## src/hdl/adc_link_pkg.sv

```systemverilog
package adc_link_pkg;
  // ==========================================================
  // Command byte layout
  localparam int CMD_WEN_BIT = 7;
  localparam int CMD_DIR_BIT = 6;
  localparam int CMD_SEL_HI = 5;
  localparam int CMD_SEL_LO = 3;
  localparam int CMD_CONTINUOUS_RESULT_READ_BIT = 2;
  localparam logic [7:0] CMD_LOW_MASK = 8'h03;
  localparam logic [7:0] CMD_CONTINUOUS_RESULT_READ_ENTER = 8'h5C;
  localparam logic [7:0] CMD_CONTINUOUS_RESULT_READ_EXIT = 8'h58;
  // ==========================================================
  // Register select codes
  localparam logic [2:0] SEL_COMM_STATUS = 3'h0;
  localparam logic [2:0] SEL_MODE = 3'h1;
  localparam logic [2:0] SEL_SETUP = 3'h2;
  localparam logic [2:0] SEL_RESULT = 3'h3;
  localparam logic [2:0] SEL_IDENT = 3'h4;
  localparam logic [2:0] SEL_PINS = 3'h5;
  localparam logic [2:0] SEL_ZERO = 3'h6;
  localparam logic [2:0] SEL_GAIN = 3'h7;
  // ==========================================================
  // Sizes, reset values, field positions
  localparam logic [5:0] LEN_BYTE = 6'h08;
  localparam logic [5:0] LEN_WORD = 6'h18;
  localparam logic [5:0] LEN_LONG = 6'h20;
  localparam logic [5:0] RESET_ONES = 6'h28;
  localparam logic [7:0] STATUS_RESET = 8'h80;
  localparam int ST_RDY = 7;
  localparam int ST_ERR = 6;
  localparam int ST_REFERENCE_MISSING_FLAG = 5;
  localparam int ST_PARITY = 4;
  localparam logic [23:0] MODE_RESET = 24'h08_0060;
  localparam logic [23:0] SETUP_RESET = 24'h00_0117;
  localparam logic [23:0] ZERO_RESET = 24'h80_0000;
  localparam logic [7:0] PINS_RESET = 8'h00;
  localparam int MODE_STATUS_APPEND_BIT = 20;
  localparam int MODE_PARITY_EN_BIT = 13;
  // ==========================================================
  // Controller registers (APB byte addresses) and fields
  localparam logic [7:0] ADDR_TX_CMD = 8'h00;
  localparam logic [7:0] ADDR_TX_DATA = 8'h04;
  localparam logic [7:0] ADDR_RX_DATA = 8'h08;
  localparam logic [7:0] ADDR_LINK_STATE = 8'h0C;
  localparam logic [7:0] ADDR_IRQ_STATUS = 8'h10;
  localparam logic [7:0] ADDR_IRQ_MASK = 8'h14;
  localparam int CMDF_LEN_LO = 8;
  localparam int CMDF_LEN_HI = 13;
  localparam int CMDF_DATA_ONLY = 16;
  localparam int CMDF_RESET = 17;
  localparam int CMDF_WAIT_RDY = 18;
  localparam int IRQ_DONE = 0;
  localparam int IRQ_READY = 1;
  // ==========================================================
  // Serial clock timing
  localparam int CLK_PERIOD_NS = 4;
  localparam int SCLK_PERIOD_NS = 64;
  localparam logic [3:0] SCLK_HALF =
    4'(SCLK_PERIOD_NS / (2 * CLK_PERIOD_NS));

  // Bits that follow the command byte for a given access
  function automatic logic [5:0] reg_len(input logic [2:0] sel,
                                         input logic is_read,
                                         input logic append);
    logic [5:0] n;
    n = LEN_WORD;
    case (sel)
      SEL_COMM_STATUS: n = is_read ? LEN_BYTE : 6'h00;
      SEL_RESULT: n = append ? LEN_LONG : LEN_WORD;
      SEL_IDENT, SEL_PINS: n = LEN_BYTE;
      default: n = LEN_WORD;
    endcase
    return n;
  endfunction
endpackage

```

## src/hdl/adc_link_if.sv

```systemverilog
`timescale 1ns/10ps
interface adc_link_if;
  logic sclk;
  logic din;
  logic dout;
  logic data_ready_n;
  modport device (input sclk, input din, output dout, output data_ready_n);
  modport host (output sclk, output din, input dout, input data_ready_n);
endinterface

```

## src/hdl/adc_serial_device.sv

```systemverilog
// What this block does
// Direction bit one reads, zero writes
// Select bits pick mode, setup, ident, pins, calibration
// Code 000 is command on write, status on read
// Code 011 reads 24 result bits or 32
// Continuous mode shifts each new result out
// No command byte between continuous result reads
// Master enters continuous mode with 01011100
// Master leaves with 01011000 while ready low
// Serial input watched during continuous mode
// Forty ones reset; master holds input low
// Master writes zeros in two low bits
// Status is 8 bits, read-only, resets 0x80
// Status read is command then eight bits
// Status: ready, error, reference_missing_flag, parity, channel
// Command waits for leading zero gate bit
// Back to command wait after each access
// Forty ones resynchronise to command wait
//
// Local design decision: the APB register port.
`timescale 1ns/10ps
module adc_serial_device #(
  parameter logic [7:0] IDENT_VALUE = 8'h5A,
  parameter logic [23:0] GAIN_RESET = 24'h50_0000
) (
  input wire logic pclk,
  input wire logic presetn,
  adc_link_if.device link,
  input wire logic conv_done,
  input wire logic [23:0] conv_data,
  input wire logic conv_error,
  input wire logic conv_reference_missing_flag,
  input wire logic [3:0] conv_channel,
  output logic [23:0] operating_mode,
  output logic [23:0] channel_setup,
  output logic [7:0] output_pin_control,
  output logic [23:0] zero_calibration,
  output logic [23:0] gain_calibration,
  output logic serial_reset
);
  import adc_link_pkg::*;

  typedef enum logic [1:0] {S_CMD, S_XFER, S_CONTINUOUS_RESULT_READ} dev_state_t;

  typedef struct packed {
    logic [1:0] sclk_sync;
    logic [1:0] din_sync;
    logic sclk_prev;
    dev_state_t st;
    logic [5:0] cnt;
    logic [5:0] len;
    logic is_read;
    logic [2:0] sel;
    logic [31:0] sh;
    logic [7:0] cmd_sh;
    logic [5:0] ones;
    logic [7:0] status;
    logic [23:0] result;
    logic [23:0] mode;
    logic [23:0] setup;
    logic [23:0] zero;
    logic [23:0] gain;
    logic [7:0] pins;
    logic dout;
    logic ready_n;
    logic sreset;
  } dev_t;

  localparam dev_t RST = '{
    sclk_sync: 2'h3, din_sync: 2'h3, sclk_prev: 1'b1, st: S_CMD,
    cnt: 6'h00, len: 6'h00, is_read: 1'b0, sel: 3'h0, sh: 32'h0000_0000,
    cmd_sh: 8'h00, ones: 6'h00, status: STATUS_RESET,
    result: 24'h00_0000, mode: MODE_RESET, setup: SETUP_RESET,
    zero: ZERO_RESET, gain: GAIN_RESET, pins: PINS_RESET,
    dout: 1'b1, ready_n: STATUS_RESET[ST_RDY], sreset: 1'b0};

  dev_t q, d;

  // Left-aligned word that a read of a register shifts out
  function automatic logic [31:0] load_word(input dev_t s,
                                            input logic [2:0] sel);
    logic [31:0] w;
    w = 32'h0000_0000;
    case (sel)
      SEL_COMM_STATUS: w = {s.status, 24'h00_0000};
      SEL_MODE: w = {s.mode, 8'h00};
      SEL_SETUP: w = {s.setup, 8'h00};
      SEL_RESULT: w = {s.result,
                       s.mode[MODE_STATUS_APPEND_BIT] ? s.status : 8'h00};
      SEL_IDENT: w = {IDENT_VALUE, 24'h00_0000};
      SEL_PINS: w = {s.pins, 24'h00_0000};
      SEL_ZERO: w = {s.zero, 8'h00};
      SEL_GAIN: w = {s.gain, 8'h00};
      default: w = 32'h0000_0000;
    endcase
    return w;
  endfunction

  logic rise;
  logic sin;
  logic [7:0] byte_in;
  logic [31:0] sh_in;
  logic [5:0] cnt_nx;

  always_comb begin
    d = q;
    d.sreset = 1'b0;
    d.sclk_sync = {q.sclk_sync[0], link.sclk};
    d.din_sync = {q.din_sync[0], link.din};
    d.sclk_prev = q.sclk_sync[1];
    rise = q.sclk_sync[1] & ~q.sclk_prev;
    sin = q.din_sync[1];
    byte_in = {q.cmd_sh[6:0], sin};
    sh_in = {q.sh[30:0], sin};
    cnt_nx = q.cnt + 6'h01;

    // ==========================================================
    // Conversion results; a new result is only loaded into the
    // shifter at the start of a read, so a running read is safe
    if (conv_done) begin
      d.result = conv_data;
      d.status = {1'b0, conv_error, conv_reference_missing_flag,
                  q.mode[MODE_PARITY_EN_BIT] & (^conv_data),
                  conv_channel};
    end

    // ==========================================================
    // Serial engine, stepped on each rising serial clock edge
    if (q.st == S_CONTINUOUS_RESULT_READ && q.cnt == 6'h00 && !rise) begin
      d.sh = load_word(q, SEL_RESULT);
      d.dout = d.sh[31];
    end
    if (rise) begin
      d.ones = sin ? cnt_ones(q.ones) : 6'h00;
      case (q.st)
        S_CMD: begin
          if (q.cnt == 6'h00 && sin) begin
            d.cnt = 6'h00;
          end else begin
            d.cmd_sh = byte_in;
            d.cnt = cnt_nx;
            if (q.cnt == LEN_BYTE - 6'h01) begin
              d.cnt = 6'h00;
              d.is_read = byte_in[CMD_DIR_BIT];
              d.sel = byte_in[CMD_SEL_HI:CMD_SEL_LO];
              d.len = reg_len(d.sel, d.is_read,
                              q.mode[MODE_STATUS_APPEND_BIT]);
              d.sh = load_word(q, d.sel);
              if (d.is_read && d.sel == SEL_RESULT &&
                  byte_in[CMD_CONTINUOUS_RESULT_READ_BIT]) begin
                d.st = S_CONTINUOUS_RESULT_READ;
              end else if (d.len != 6'h00) begin
                d.st = S_XFER;
                if (d.is_read) begin
                  d.dout = d.sh[31];
                end
              end
            end
          end
        end
        S_XFER: begin
          d.sh = sh_in;
          d.dout = q.sh[30];
          d.cnt = cnt_nx;
          if (cnt_nx == q.len) begin
            d.st = S_CMD;
            d.cnt = 6'h00;
            if (q.is_read) begin
              if (q.sel == SEL_RESULT) begin
                d.status[ST_RDY] = 1'b1;
              end
            end else begin
              case (q.sel)
                SEL_MODE: begin
                  d.mode = sh_in[23:0];
                  d.status[ST_RDY] = 1'b1;
                end
                SEL_SETUP: d.setup = sh_in[23:0];
                SEL_PINS: d.pins = sh_in[7:0];
                SEL_ZERO: d.zero = sh_in[23:0];
                SEL_GAIN: d.gain = sh_in[23:0];
                default: d.pins = q.pins; // Read-only targets
              endcase
            end
          end
        end
        S_CONTINUOUS_RESULT_READ: begin
          d.cmd_sh = byte_in;
          d.sh = sh_in;
          d.dout = q.sh[30];
          d.cnt = cnt_nx;
          if (cnt_nx == reg_len(SEL_RESULT, 1'b1,
                                q.mode[MODE_STATUS_APPEND_BIT])) begin
            d.cnt = 6'h00;
            d.status[ST_RDY] = 1'b1;
          end
          // Exit byte is recognised at any bit position of input, not only on byte boundaries
          if (byte_in == CMD_CONTINUOUS_RESULT_READ_EXIT) begin
            d.st = S_CMD;
            d.cnt = 6'h00;
          end
        end
        default: d.st = S_CMD;
      endcase
      if (sin && cnt_ones(q.ones) == RESET_ONES) begin
        d = RST;
        d.sclk_sync = {q.sclk_sync[0], link.sclk};
        d.din_sync = {q.din_sync[0], link.din};
        d.sclk_prev = q.sclk_sync[1];
        d.sreset = 1'b1;
      end
    end
    if (conv_done && !d.sreset) begin
      d.status[ST_RDY] = 1'b0; // New data wins over a completing read
    end
    d.ready_n = d.status[ST_RDY];
  end

  // Saturating count of consecutive ones
  function automatic logic [5:0] cnt_ones(input logic [5:0] n);
    return (n == RESET_ONES) ? n : n + 6'h01;
  endfunction

  always_ff @(posedge pclk or negedge presetn) begin
    if (!presetn) begin
      q <= RST;
    end else begin
      q <= d;
    end
  end

  assign link.dout = q.dout;
  assign link.data_ready_n = q.ready_n;
  assign operating_mode = q.mode;
  assign channel_setup = q.setup;
  assign output_pin_control = q.pins;
  assign zero_calibration = q.zero;
  assign gain_calibration = q.gain;
  assign serial_reset = q.sreset;
endmodule // adc_serial_device

```

## src/flat_wrapper.sv

```systemverilog
// flat-port wrapper written by rule: the top's interface ports become plain ports
module adc_serial_device_flat import adc_link_pkg::*;
#(
  parameter logic [7:0] IDENT_VALUE = 8'h5A,
  parameter logic [23:0] GAIN_RESET = 24'h50_0000
)
  (pclk, presetn, conv_done, conv_data, conv_error, conv_reference_missing_flag, conv_channel, operating_mode, channel_setup, output_pin_control, zero_calibration, gain_calibration, serial_reset, link_sclk, link_din, link_dout, link_data_ready_n);
  adc_link_if link_i ();
  input wire logic pclk;
  input wire logic presetn;
  input wire logic conv_done;
  input wire logic [23:0] conv_data;
  input wire logic conv_error;
  input wire logic conv_reference_missing_flag;
  input wire logic [3:0] conv_channel;
  output logic [23:0] operating_mode;
  output logic [23:0] channel_setup;
  output logic [7:0] output_pin_control;
  output logic [23:0] zero_calibration;
  output logic [23:0] gain_calibration;
  output logic serial_reset;
  input wire logic [$bits(link_i.sclk)-1:0] link_sclk;
  input wire logic [$bits(link_i.din)-1:0] link_din;
  output wire logic [$bits(link_i.dout)-1:0] link_dout;
  output wire logic [$bits(link_i.data_ready_n)-1:0] link_data_ready_n;
  assign link_i.sclk = link_sclk;
  assign link_i.din = link_din;
  assign link_dout = link_i.dout;
  assign link_data_ready_n = link_i.data_ready_n;
  adc_serial_device #(.IDENT_VALUE(IDENT_VALUE), .GAIN_RESET(GAIN_RESET)) u_core (.pclk(pclk), .presetn(presetn), .link(link_i), .conv_done(conv_done), .conv_data(conv_data), .conv_error(conv_error), .conv_reference_missing_flag(conv_reference_missing_flag), .conv_channel(conv_channel), .operating_mode(operating_mode), .channel_setup(channel_setup), .output_pin_control(output_pin_control), .zero_calibration(zero_calibration), .gain_calibration(gain_calibration), .serial_reset(serial_reset));
endmodule
```

## config.mk

```make
export PLATFORM = sky130hd
export DESIGN_NAME = adc_serial_device_flat
export DESIGN_NICKNAME = d
export VERILOG_FILES = /design/src/hdl/adc_link_pkg.sv /design/src/hdl/adc_link_if.sv /design/src/hdl/adc_serial_device.sv /design/src/flat_wrapper.sv
export SDC_FILE = /design/constraint.sdc
export NUM_CORES = 1
export LEC_CHECK = 0
export BUFFER_PORTS_ARGS = -buffer_cell sky130_fd_sc_hd__buf_2
export CAP_MARGIN = 15
export CORE_ASPECT_RATIO = 1.25
export CORE_MARGIN = 2
export CORE_UTILIZATION = 49
export CTS_BUF_LIST = sky130_fd_sc_hd__clkbuf_4 sky130_fd_sc_hd__clkbuf_8
export CTS_CLUSTER_DIAMETER = 100
export DETAILED_ROUTE_END_ITERATION = 10
export PLACE_DENSITY = 0.69
export RECOVER_POWER = 50
export SLEW_MARGIN = 20
export SYNTH_ARGS = -nofsm -noshare
export SYNTH_HDL_FRONTEND = slang
export SYNTH_SLANG_ARGS = --single-unit
```

## constraint.sdc

```tcl
create_clock -name pclk -period 3.6 [get_ports pclk]
set_input_delay 0.54 -clock pclk [delete_from_list [all_inputs] [get_ports pclk]]
set_output_delay 0.54 -clock pclk [all_outputs]
set_load 0.05 [all_outputs]
```

# Word-level counts from Yosys, hierarchy flattened
# Cells that the tools add are included.
# totals
ff_bits	208
out_inout_bits	107
elab_cells	144
# op_classes
n_addsub	2
eq_ne	28
muxes	54
bitwise	3
reduce_logical	36
# op_table
cell	count
two-way mux 104 bit	3
case mux 32 bit (8 select lines)	1
two-way mux 203 bit	1
two-way mux 185 bit	1
two-way mux 50 bit	2
two-way mux 24 bit	4
two-way mux 32 bit	3
two-way mux 6 bit	11
case mux 32 bit (2 select lines)	1
case mux 6 bit (3 select lines)	2
two-way mux 8 bit	4
AND reduction 5 bit	5
parity 24 bit	1
equality test 3 bit, second input constant	7
nonzero test 2 bit	9
case mux 8 bit (2 select lines)	1
adder 6 x 1 -> 6 bit, second input constant	2
equality test 3 x 2 -> 1 bit, second input constant	4
equality test 6 bit	2
equality test 6 bit, second input constant	2
two-way mux 1 bit	12
two-way mux 10 bit	1
equality test 8 x 7 -> 1 bit, second input constant	1
logical AND 1 bit	7
26 further kinds	36

# Longest topological paths before layout
# logic_depth
ltp_word	18
ltp_mapped	10
mapped_depth_nobuf	9

# Least setup slack after synthesis
# OpenSTA, ideal clock, no wires.
# synth_timing
path_type	register to register
startpoint	register u_core.q[139] (netlist name)
endpoint	register u_core.q, in the netlist u_core.operating_mode[11]
arrival_time_ns	2.166
required_time_ns	3.479
slack_ns	1.313
path_stages_with_launch	11
path_buffers	2
cell_sequence	dfrtp_1 inv_1 ha_1 and4bb_1 a211oi_2 o2111a_2 nand2_1 and2_1 buf_4 buf_6 a22o_1
# synth_via
elab_chain_cells	6
word_cells_on_any_way	11
# synth_lines
element	line_no	source
start, declared	adc_serial_device.sv:77	dev_t q, d;
start signal, assigned	adc_serial_device.sv:226	q <= RST;
start signal, assigned	adc_serial_device.sv:228	q <= d;
adder 6 x 1 -> 6 bit / equality test 6 bit (equally long branches)	adc_serial_device.sv:221	return (n == RESET_ONES) ? n : n + 6'h01;
two-way mux 6 bit (*)	adc_serial_device.sv:221	
equality test 6 bit (*)	adc_serial_device.sv:205	if (sin && cnt_ones(q.ones) == RESET_ONES) begin
logical AND 1 bit (*)	adc_serial_device.sv:205	
inequality test 2 bit (no line) / nonzero test 2 bit (equally long branches)	n/a	
AND reduction 5 bit (no line)	n/a	
# Every way passes the cells marked *; elsewhere a longest branch is shown, timed or not.
# A chain may end at the register's enable or synchronous reset.

# Final worst setup path
# layout_timing
startpoint	register u_core.q[207] (netlist name)
endpoint	register u_core.q, in the netlist u_core.channel_setup[17]
# layout_via
elab_chain_cells	2
# layout_lines
element	line_no	source
AND 1 bit	adc_serial_device.sv:111	rise = q.sclk_sync[1] & ~q.sclk_prev;
AND reduction 5 bit (no line)	n/a	
# Every way passes these cells.

==> results by group <==
Synthesis
  • Syn. warnings: 0
  • Syn_nets: ~1200
  • Syn Inst Count: 1163
  • Post-synth top area cell: dfrtp_1
  • Synth top area cells: dfrtp_1, a22o_1, buf_4
  • Post-synthesis sequential area ratio: 44.66%
  • Syn Std Cell Area: roughly 11000 um^2
  • EDFF count, synth: 0
  • #FFs+latches synth: between 200 and 250
  • Mean Syn Cell Area: 9.776 um^2
  • Top_reg_cell synth: dfrtp_1
  • Ys async rst share: 100.0%
  • Top-area cell type share of the netlist area: 40.50%
  • Netlist cell types: 75

Global route
  • First-pass GRT wire length: around 55 mm
  • Total track usage: 28.84%
  • GRT overflow: 0
  • Initial antenna violation count: 0
  • Vias in the first global route: a little over 9000
  • Largest net degree at the start of global routing: 69

Clock network
  • CTS buffer count: 36
  • Root Driver: clkbuf_8
  • Clock sink count: around 200
  • CTS clock-pin slew for the worst setup and hold paths: roughly 60 ps
  • Max clock buf depth: 3
  • H-tree levels: 2
  • Clock Latency Late Sink: 550 ps
  • CTS tree: built

Placed design
  • DP Wirelength: approximately 25 mm
  • Pre-CTS WS: about 660 ps
  • IO buf count: 141
  • RePlAce Congestion: between 0.9 and 1

STA
  • Slew @ Worst Pin: 1602 ps
  • Final slew viol count: between 60 and 70
  • Slew HR: -6.777%
  • RSZ-0062 raised after global routing: false
  • WHS: 111.1 ps
  • Final hold vios: 0
  • Period minus WS final: between 3000 and 4000 ps
  • Setup TNS Final: 0 ps
  • Final Setup Violations: 0
  • Worst setup margin: ~550 ps
  • FMAX: 0.3284 GHz
  • Final period utilization: 84.59%
  • Final Skew: 39.86 ps

Outcome
  • Failing checks: max-capacitance violations, max-slew violations
  • Status: finished, violations left

Routing
  • DR DRC count: 0
  • Initial drt markers: between 900 and 1000
  • DR WL/cell: 23.81 um
  • Routed vias: roughly 9400
  • Routed wire length: 35.74 mm
  • Avg Vias per Cell: 6.273
  • Drt first pass iters: 5
  • DRT antenna net count: 0

Power and ir drop
  • Final Power: 7136 uW
  • PwrDens: 581.7 nW/um^2
  • Clock power share: 32.8%
  • P_int: between 4000 and 5000 uW
  • Leakage power: 0.005544 uW
  • Worst vdd ir: 0.0004653 V
  • Psw: 2613 uW
  • Sw Share: 36.62%
  • Seq pwr share: a little over two fifths
  • Combinational Power Share: 24.3%

Die
  • Row count: 62
  • Area of the die: roughly 24000 um^2
  • Die height: ~170 um
  • Initial Utilization: 49.68%
  • Io pins: between 100 and 150
  • Core area: 22880 um^2
  • Die Wd: 140.2 um

Setup path
  • Crit. End Element: flip-flop
  • Top Family by Delay on Critical Path: simple AND/OR/NAND/NOR gates
  • R2R cell count: 6
  • CP peak stage delay: 700 ps
  • CP max FO: 19
  • WP depth: 6
  • Critical-path cell list: nor2b_1, clkbuf_1, nand3_1, nor4_4, and2_1, a22o_1
  • Crit Path Category: reg -> reg
  • Worst setup startpoint: u_core.q[207]
  • Timing endpoint of the critical path: u_core.channel_setup[17]
  • Slowest CP cell: and2_1
  • Critical Path AT: 3510 ps
  • Startpoint Class: flip-flop
  • CP required: 4060 ps
  • R2r setup slk: 550 ps
  • FF-to-FF End: u_core.channel_setup[17]
  • Buf/Inv on CP: 1
  • Reg2Reg Launch Point: u_core.q[207]

Hold path
  • Hold Path Class: in -> reg

Finish
  • Area growth syn-to-layout: 7.901%
  • Layout cell share with drive strength beyond 1: 19.46%
  • Antenna diodes: 0
  • Final core utilization: 53.61%
  • Final net count: 1229
  • Filler instances: 2080

Job
  • Number of max-cap violations: 1
synth_stat cells (3+ instances only):
cell type / n
o211ai_1: 4
nor2_1: 63
and2_1: 4
clkbuf_1: 60
o22ai_1: 10
nand2b_1: 7
buf_6: 4
o31ai_1: 5
nand3b_1: 3
a22o_1: 132
mux2i_1: 60
dfrtp_1: 184
buf_4: 106
buf_2: 12
mux4_2: 3
nand2_1: 106
nor3_2: 3
inv_1: 30
nor3_1: 22
dfstp_2: 18
o21ai_0: 43
xor2_1: 5
o2bb2ai_1: 6
o22a_1: 4
ha_1: 8
a21oi_1: 74
a31oi_1: 8
a22oi_1: 3
or3_1: 5
xnor2_1: 27
nor4_1: 4
o21ai_1: 22
mux2_2: 5
nor2b_1: 7
buf_1: 8
a221oi_1: 19
a32o_1: 5
nand3_1: 26
a2bb2oi_1: 3
cell families after synthesis:
kind of cell    Yosys count  synth area share, %
xor+xnor                 32                2.465
simple gates            270                11.28
flops                   202                44.66
compound gates          360                22.90
buf+inv                 221                11.19
mux                      70                6.625
fa+ha+maj                 8               0.8804
worst min path at each step:
stage | from | to | slack, ps | depth (start not counted)
finish | link_sclk | u_core.q[206] | 110 | 1
global route | link_din | u_core.q[204] | 80 | 1
CTS | link_sclk | u_core.q[206] | 90 | 1
detailed placement | u_core.q[206] | u_core.q[207] | 350 | 0
global placement | u_core.q[204] | u_core.byte_in[0] | 350 | 0
floorplan | presetn | u_core.byte_in[1] | 240 | 0
worst register-to-register path: stages (launching register included):
cell,delay [ps]
dfstp_1,530
nor2b_1,130
clkbuf_1,670
nand3_1,370
nor4_4,340
and2_1,700
a22o_1,250
flip-flops by register name, summed over array words and instances, names as in the netlist:
register	cells
u_core.serial_reset	1
u_core.link.dout	1
u_core.channel_setup	24
u_core.output_pin_control	8
u_core.gain_calibration	24
u_core.byte_in	8
u_core.q	87
u_core.operating_mode	24
u_core.zero_calibration	24
u_core.link.data_ready_n	1
metrics by stage:
step / cells / area (um^2)
finish: 1501 / 12270
global route: 1501 / 12270
CTS: 1501 / 12360
detailed placement: 1435 / 11550
global placement: 1435 / 11550
floorplan: 1163 / 11370
cell usage in the layout (no fill, tap or decap), types with 4 or more instances in the layout:
cell / n
dfrtp_1: 182
a22o_1: 132
nand2_1: 106
buf_2: 93
a21oi_1: 74
nor2_1: 63
mux2i_1: 60
clkbuf_8: 48
clkbuf_1: 48
o21ai_0: 43
inv_1: 30
buf_4: 29
xnor2_1: 27
nand3_1: 26
nor3_1: 22
o21ai_1: 21
a221oi_1: 19
dfstp_2: 17
o22ai_1: 10
a31oi_1: 8
ha_1: 8
clkinv_2: 8
clkbuf_4: 8
nor2b_1: 7
nand2b_1: 7
o2bb2ai_1: 6
xor2_1: 5
mux2_2: 5
or3_1: 5
o31ai_1: 5
a32o_1: 5
and2_1: 4
nor4_1: 4
o211ai_1: 4
o22a_1: 4
timing repair:
item | in CTS | in global routing
hold buffers | 1 | 0
buffers inserted | 0 | 0
gates resized for setup | 0 | 0
hold endpoints to repair | 1 | 0
power groups by stage:
stage / Combinational, uW / Sequential [uW] / Clock, uW
6_report: 1730 / 3060 / 2340
3_3_place_gp: 1680 / 3060 / 0
2_1_floorplan: 1360 / 2780 / 0
5_1_grt: 1900 / 3070 / 2470
4_1_cts: 1720 / 3030 / 2370
3_5_place_dp: 1710 / 3070 / 0
layer usage:
metal	track usage [%]	wire length, um	vias up
met5	0	0	-
met4	19.65	2824	0
met3	4.518	2330	133
met2	46.77	17030	470
met1	35.42	13560	4637
li1	-	-	4176
layout make-up:
class | instances | area [um^2] | area share, %
multi-input combinational | 740 | 5024 | 40.95
inverter | 31 | 116.4 | 0.9485
tap | 288 | 360.3 | 2.937
clock buffer | 55 | 713.2 | 5.813
clock inverter | 10 | 78.83 | 0.6425
timing repair buffer | 175 | 895.9 | 7.302
sequential | 202 | 5080 | 41.41
No activity file was read; power rests on OpenSTA's default activity.
